## src/verilog/mbac_pkg.sv

```systemverilog
`default_nettype none
package mbac_pkg;

  // ************************************************************
  // modes, operations, spaces and register groups
  // ************************************************************
  typedef enum logic [1:0] {
    MODE_BOOT = 2'b00,
    MODE_TEST = 2'b01,
    MODE_ISO  = 2'b10,
    MODE_SYS  = 2'b11
  } mbac_mode_t;

  typedef enum logic [1:0] {
    OP_READ  = 2'b00,
    OP_WRITE = 2'b01,
    OP_FETCH = 2'b10
  } mbac_op_t;

  typedef enum logic [2:0] {
    SP_ROM    = 3'b000,
    SP_EEPROM = 3'b001,
    SP_RAM    = 3'b010,
    SP_SECROW = 3'b011,
    SP_CRAM   = 3'b100
  } mbac_space_t;

  typedef enum logic [2:0] {
    GRP_NONE = 3'b000,
    GRP_GEN  = 3'b001,
    GRP_SYS  = 3'b010,
    GRP_FW   = 3'b011,
    GRP_HW   = 3'b100,
    GRP_TEST = 3'b101
  } mbac_group_t;

  // ************************************************************
  // fixed memory partitions: base and size per region
  // ************************************************************
  localparam logic [15:0] ROM_TEST_BASE   = 16'h0000;
  localparam logic [16:0] ROM_TEST_SIZE   = 17'h02000;
  localparam logic [15:0] ROM_APP_BASE    = 16'h2000;
  localparam logic [16:0] ROM_APP_SIZE    = 17'h0E000;
  localparam logic [16:0] ROM_WHOLE_SIZE  = 17'h10000;
  localparam logic [15:0] EE_ISO_BASE     = 16'h0000;
  localparam logic [16:0] EE_ISO_SIZE     = 17'h01000;
  localparam logic [15:0] EE_SEC_BASE     = 16'h1000;
  localparam logic [16:0] EE_SEC_SIZE     = 17'h00080;
  localparam logic [15:0] EE_APP_BASE     = 16'h1080;
  localparam logic [16:0] EE_APP_SIZE     = 17'h0EF80;
  localparam logic [16:0] EE_WHOLE_SIZE   = 17'h10000;
  localparam logic [15:0] RAM_BOOT_BASE   = 16'h0000;
  localparam logic [16:0] RAM_BOOT_SIZE   = 17'h00100;
  localparam logic [15:0] RAM_APP_BASE    = 16'h0100;
  localparam logic [16:0] RAM_APP_SIZE    = 17'h00F00;
  localparam logic [16:0] RAM_WHOLE_SIZE  = 17'h01000;
  localparam logic [15:0] CRAM_BASE       = 16'h0000;
  localparam logic [16:0] CRAM_SIZE       = 17'h00200;

  // ************************************************************
  // special function register map
  // ************************************************************
  localparam logic [7:0] SFR_GEN_LO      = 8'h80;
  localparam logic [7:0] SFR_SYS_LO      = 8'hA0;
  localparam logic [7:0] SFR_FW_LO       = 8'hC0;
  localparam logic [7:0] SFR_HW_LO       = 8'hD0;
  localparam logic [7:0] SFR_TEST_LO     = 8'hF0;
  localparam logic [7:0] SFR_STATUS_HIGH = 8'hA0;
  localparam logic [7:0] SFR_POINTER_0   = 8'hA1;
  localparam logic [7:0] SFR_POINTER_2   = 8'hA3;
  localparam logic [7:0] SFR_FW_CTRL_LOW = 8'hC0;
  localparam logic [7:0] SFR_FW_CTRL_HI  = 8'hC1;
  localparam logic [7:0] SFR_CLOCK_SEL   = 8'hD0;
  localparam logic [7:0] SFR_RANDOM      = 8'hD1;
  localparam logic [7:0] SFR_HIDDEN_KEY  = 8'hD2;
  localparam int         STATUS_ISO_BIT  = 7;

  // ************************************************************
  // wishbone register offsets and reset values
  // ************************************************************
  localparam logic [7:0]  WB_STATUS_HIGH = 8'h00;
  localparam logic [7:0]  WB_FW_LOW      = 8'h04;
  localparam logic [7:0]  WB_FW_HIGH     = 8'h08;
  localparam logic [7:0]  WB_MODE        = 8'h0C;
  localparam logic [7:0]  WB_DENY_COUNT  = 8'h10;
  localparam logic [7:0]  WB_LAST_DENY   = 8'h14;
  localparam logic [7:0]  RST_STATUS     = 8'h00;
  localparam logic [15:0] RST_FW         = 16'h0000;

  // ************************************************************
  // complete state of the checker
  // ************************************************************
  typedef struct packed {
    logic [7:0]  statusHigh;
    logic [15:0] fwLow;
    logic [15:0] fwHigh;
    logic        ack;
    logic [31:0] wbData;
    logic [7:0]  sfrData;
    logic [15:0] denyCount;
    logic [16:0] lastDeny;
  } mbac_state_t;

endpackage : mbac_pkg
`default_nettype wire

```

## src/verilog/mbac_mem_check.sv

```systemverilog
`timescale 1ns/10ps
`default_nettype none
module mbac_mem_check
(
  input  wire logic                 coproc,
  input  wire mbac_pkg::mbac_mode_t mode,
  input  wire mbac_pkg::mbac_space_t space,
  input  wire mbac_pkg::mbac_op_t   op,
  input  wire logic [15:0]          virtAddr,
  output logic                      permit,
  output logic [15:0]               physAddr
);

  logic [2:0]  rights;
  logic [15:0] base;
  logic [16:0] size;

  // ************************************************************
  // partition and rights lookup, rights are {fetch, write, read}
  // ************************************************************
  // partitions are constants: nothing can reconfigure them
  always_comb
  begin
    rights = 3'h0;
    base   = 16'h0000;
    size   = 17'h00000;
    if (coproc)
    begin
      if (space == mbac_pkg::SP_EEPROM)
      begin
        rights = 3'h1;
        size   = mbac_pkg::EE_WHOLE_SIZE;
      end
      else if (space == mbac_pkg::SP_CRAM)
      begin
        rights = 3'h3;
        base   = mbac_pkg::CRAM_BASE;
        size   = mbac_pkg::CRAM_SIZE;
      end
    end
    else
    begin
      case (space)
        mbac_pkg::SP_ROM:
        begin
          rights = 3'h5;
          if (mode == mbac_pkg::MODE_TEST)
            size = mbac_pkg::ROM_WHOLE_SIZE;
          else if (mode == mbac_pkg::MODE_SYS)
          begin
            base = mbac_pkg::ROM_APP_BASE;
            size = mbac_pkg::ROM_APP_SIZE;
          end
          else
          begin
            base = mbac_pkg::ROM_TEST_BASE;
            size = mbac_pkg::ROM_TEST_SIZE;
          end
        end
        mbac_pkg::SP_EEPROM:
        begin
          rights = 3'h7;
          if (mode == mbac_pkg::MODE_TEST)
            size = mbac_pkg::EE_WHOLE_SIZE;
          else if (mode == mbac_pkg::MODE_SYS)
          begin
            base = mbac_pkg::EE_APP_BASE;
            size = mbac_pkg::EE_APP_SIZE;
          end
          else
          begin
            base = mbac_pkg::EE_ISO_BASE;
            size = mbac_pkg::EE_ISO_SIZE;
          end
        end
        mbac_pkg::SP_SECROW:
        begin
          base = mbac_pkg::EE_SEC_BASE;
          size = mbac_pkg::EE_SEC_SIZE;
          case (mode)
            mbac_pkg::MODE_BOOT: rights = 3'h3;
            mbac_pkg::MODE_TEST: rights = 3'h7;
            mbac_pkg::MODE_ISO:  rights = 3'h1;
            default:             rights = 3'h0;
          endcase
        end
        mbac_pkg::SP_RAM:
        begin
          rights = (mode == mbac_pkg::MODE_ISO) ? 3'h0 : 3'h3;
          if (mode == mbac_pkg::MODE_TEST)
            size = mbac_pkg::RAM_WHOLE_SIZE;
          else if (mode == mbac_pkg::MODE_SYS)
          begin
            base = mbac_pkg::RAM_APP_BASE;
            size = mbac_pkg::RAM_APP_SIZE;
          end
          else
          begin
            base = mbac_pkg::RAM_BOOT_BASE;
            size = mbac_pkg::RAM_BOOT_SIZE;
          end
        end
        default:
          rights = 3'h0;
      endcase
    end
  end

  // ************************************************************
  // translation and bound check
  // ************************************************************
  // virtual to physical, checked first
  assign physAddr = base + virtAddr;
  assign permit   = rights[op] && ({1'b0, virtAddr} < size) && (op != 2'b11);

endmodule : mbac_mem_check
`default_nettype wire

```

## config.mk

```make
export PLATFORM = sky130hd
export DESIGN_NAME = mbac_mem_check
export DESIGN_NICKNAME = d
export VERILOG_FILES = /design/src/verilog/mbac_pkg.sv /design/src/verilog/mbac_mem_check.sv
export SDC_FILE = /design/constraint.sdc
export NUM_CORES = 1
export LEC_CHECK = 0
export BUFFER_PORTS_ARGS = -buffer_cell sky130_fd_sc_hd__buf_4
export CORE_ASPECT_RATIO = 0.75
export CORE_MARGIN = 5
export CORE_UTILIZATION = 30
export DETAILED_ROUTE_END_ITERATION = 8
export PLACE_DENSITY = 0.59
export SLEW_MARGIN = 20
export SYNTH_ARGS = -nofsm -noshare
export SYNTH_HDL_FRONTEND = slang
export SYNTH_SLANG_ARGS = --single-unit
export TNS_END_PERCENT = 5
```

## constraint.sdc

```tcl
create_clock -name vclk -period 5.69
set_input_delay 0.569 -clock vclk [all_inputs]
set_output_delay 0.569 -clock vclk [all_outputs]
set_load 0.05 [all_outputs]
```

==> metrics.txt <==
DR iter-0 viols 20; post-CTS sizing 0; grt ovf 0; sequential cell area 0 um2; height of the die 51.3 um; global-route wire length before repair 2890 um; hold buffer count at CTS 0; fill cell count 238; Final Hold Viols 0; Netlist cell types 32; Die Width 65.1 um; power share of the sequential group 0%; initial antenna violation count 0; cell area after layout 851 um2; DIE AREA 0.00334 mm2; pwr dens 79.3 mW/mm2; most common cell after layout, fill and taps aside buf_4; Pint 26.9 uW; Slew @ Worst Pin 390 ps; layout cells sized above 1 25.2%; Pre-antenna DRT Iters 4; initial core utilization 30.5%; min-delay src virtAddr[2]; Detail Route Antenna Nets 0; Core Area 0.00223 mm2; static leakage power 0.000385 uW; Final period util 62.4%; Max Cap Viol 0; PortBufs 27; Vias/cell 5.42; Mapped Area 682 um2; # diodes 0; Avg Synthesized Cell Area 6.96 um2; peak supply drop 0.0316 mV; Post CTS Setup Buffer Count 0; post-DP HPWL 1550 um; Seq/Total Area, Yosys 0%; unrepaired setup endpoints after global routing no; placed cell area 851 um2; clkbuf count 0; critical path startpoint category primary input; placer's final routability congestion estimate 0.842; Setup Crit Path Kind primary input to primary output; DRT Wirelength 1790 um; Layout area overhead 24.8%; Rows 15; Clock power frac 0%; CP Launch Point coproc; WL per Instance 12.8 um; Overall Global Routing Usage 10.4%; Final Max Slew Viols 0; Residual DRC 0; outcome completed; Synth Net Count 135; boundary pin count 41; proportion of power drawn by combinational gates 100.0%; Nets 154; Setup crit end kind primary output; Final min period 3550 ps; commonest cells after routing, fill and taps aside buf_4, ha_1, nand2_1, inv_1; Mapped Cells 98; CP arrival 2980 ps; largest net degree at the start of global routing 14; Max Fanout on Critical Path 6; multi-input logic area 587 um2; Slew headroom 73.6%; vias in the first global route 691; setup tns final 0 ps; Worst Hold Class primary input to primary output; Ys Warns 0; Sw Ratio 60.0%; FF+latch count 0; Max Fclk 282 MHz; WP data required 5120 ps; vias 759; switching power total 40.5 uW; Setup violations, final 0
## cell type report
class	instances	share of cell area, %
inverter	8	3.53
timing repair buffer	27	23.8
tap	25	3.68
multi-input combinational	80	69.0
## stage by stage
step                hold WS, ps  instances  setup WS, ps  utilization [%]  total power (uW)
floorplan                  1310         98          2120                -              55.2
global placement           1140        140          2270             38.1              66.6
detailed placement         1140        140          2190             38.1              67.3
CTS                        1140        140          2160             38.1              67.6
global route               1140        140          1960             38.1              73.4
finish                     1140        140          2140             38.1              67.4
## kinds of logic after synthesis
family	after synthesis	synth area share, %
AO/OA/AOI/OAI	25	23.7
XOR/XNOR	7	8.99
adder cells (fa/ha/maj)	13	25.0
buffers and inverters	18	13.9
multiplexers	1	1.47
AND/OR/NAND/NOR	34	27.0
## power groups by stage
| stage | logic, uW | clock network, uW | registers [uW] |
|---|---|---|---|
| floorplan | 55.2 | 0 | 0 |
| global placement | 66.6 | 0 | 0 |
| detailed placement | 67.3 | 0 | 0 |
| CTS | 67.6 | 0 | 0 |
| global route | 73.4 | 0 | 0 |
| finish | 67.4 | 0 | 0 |
## critical path, stage by stage
cell and delay, ps:
buf_4 140, nor2_1 220, nand3_1 160, nor2_1 230, and2_1 170, ha_1 160, inv_1 50, fa_1 400
nor2b_1 170, a21oi_1 130, o21ai_0 220, xor2_1 170, buf_4 220
## synthesized netlist by cell type (all sizes together) (3+ instances only)
| master | instances | area share, % |
|---|---|---|
| nand2b | 3 | 2.8 |
| o21ai | 7 | 5.1 |
| nand2 | 9 | 5.0 |
| a21oi | 6 | 4.4 |
| ha | 12 | 22 |
| xnor2 | 6 | 7.7 |
| buf | 8 | 8.4 |
| inv | 8 | 4.4 |
| nor2 | 7 | 3.9 |
| o22ai | 3 | 2.8 |
| nor2b | 3 | 2.8 |
## path summary, 6_finish.rpt
kind                        to  cells past startpoint
setup / recovery  physAddr[15]                     13
hold / removal     physAddr[2]                      0
## layer usage
layer	share of wire [%]	global-route usage, %	vias up	wire [um]
li1	-	-	382	-
met1	46	14.3	345	827
met2	45	17.5	26	807
met3	8.0	1.32	6	144
met4	0.78	2.07	0	14
met5	0	0	-	0
Power figures use the tool's default switching activity.
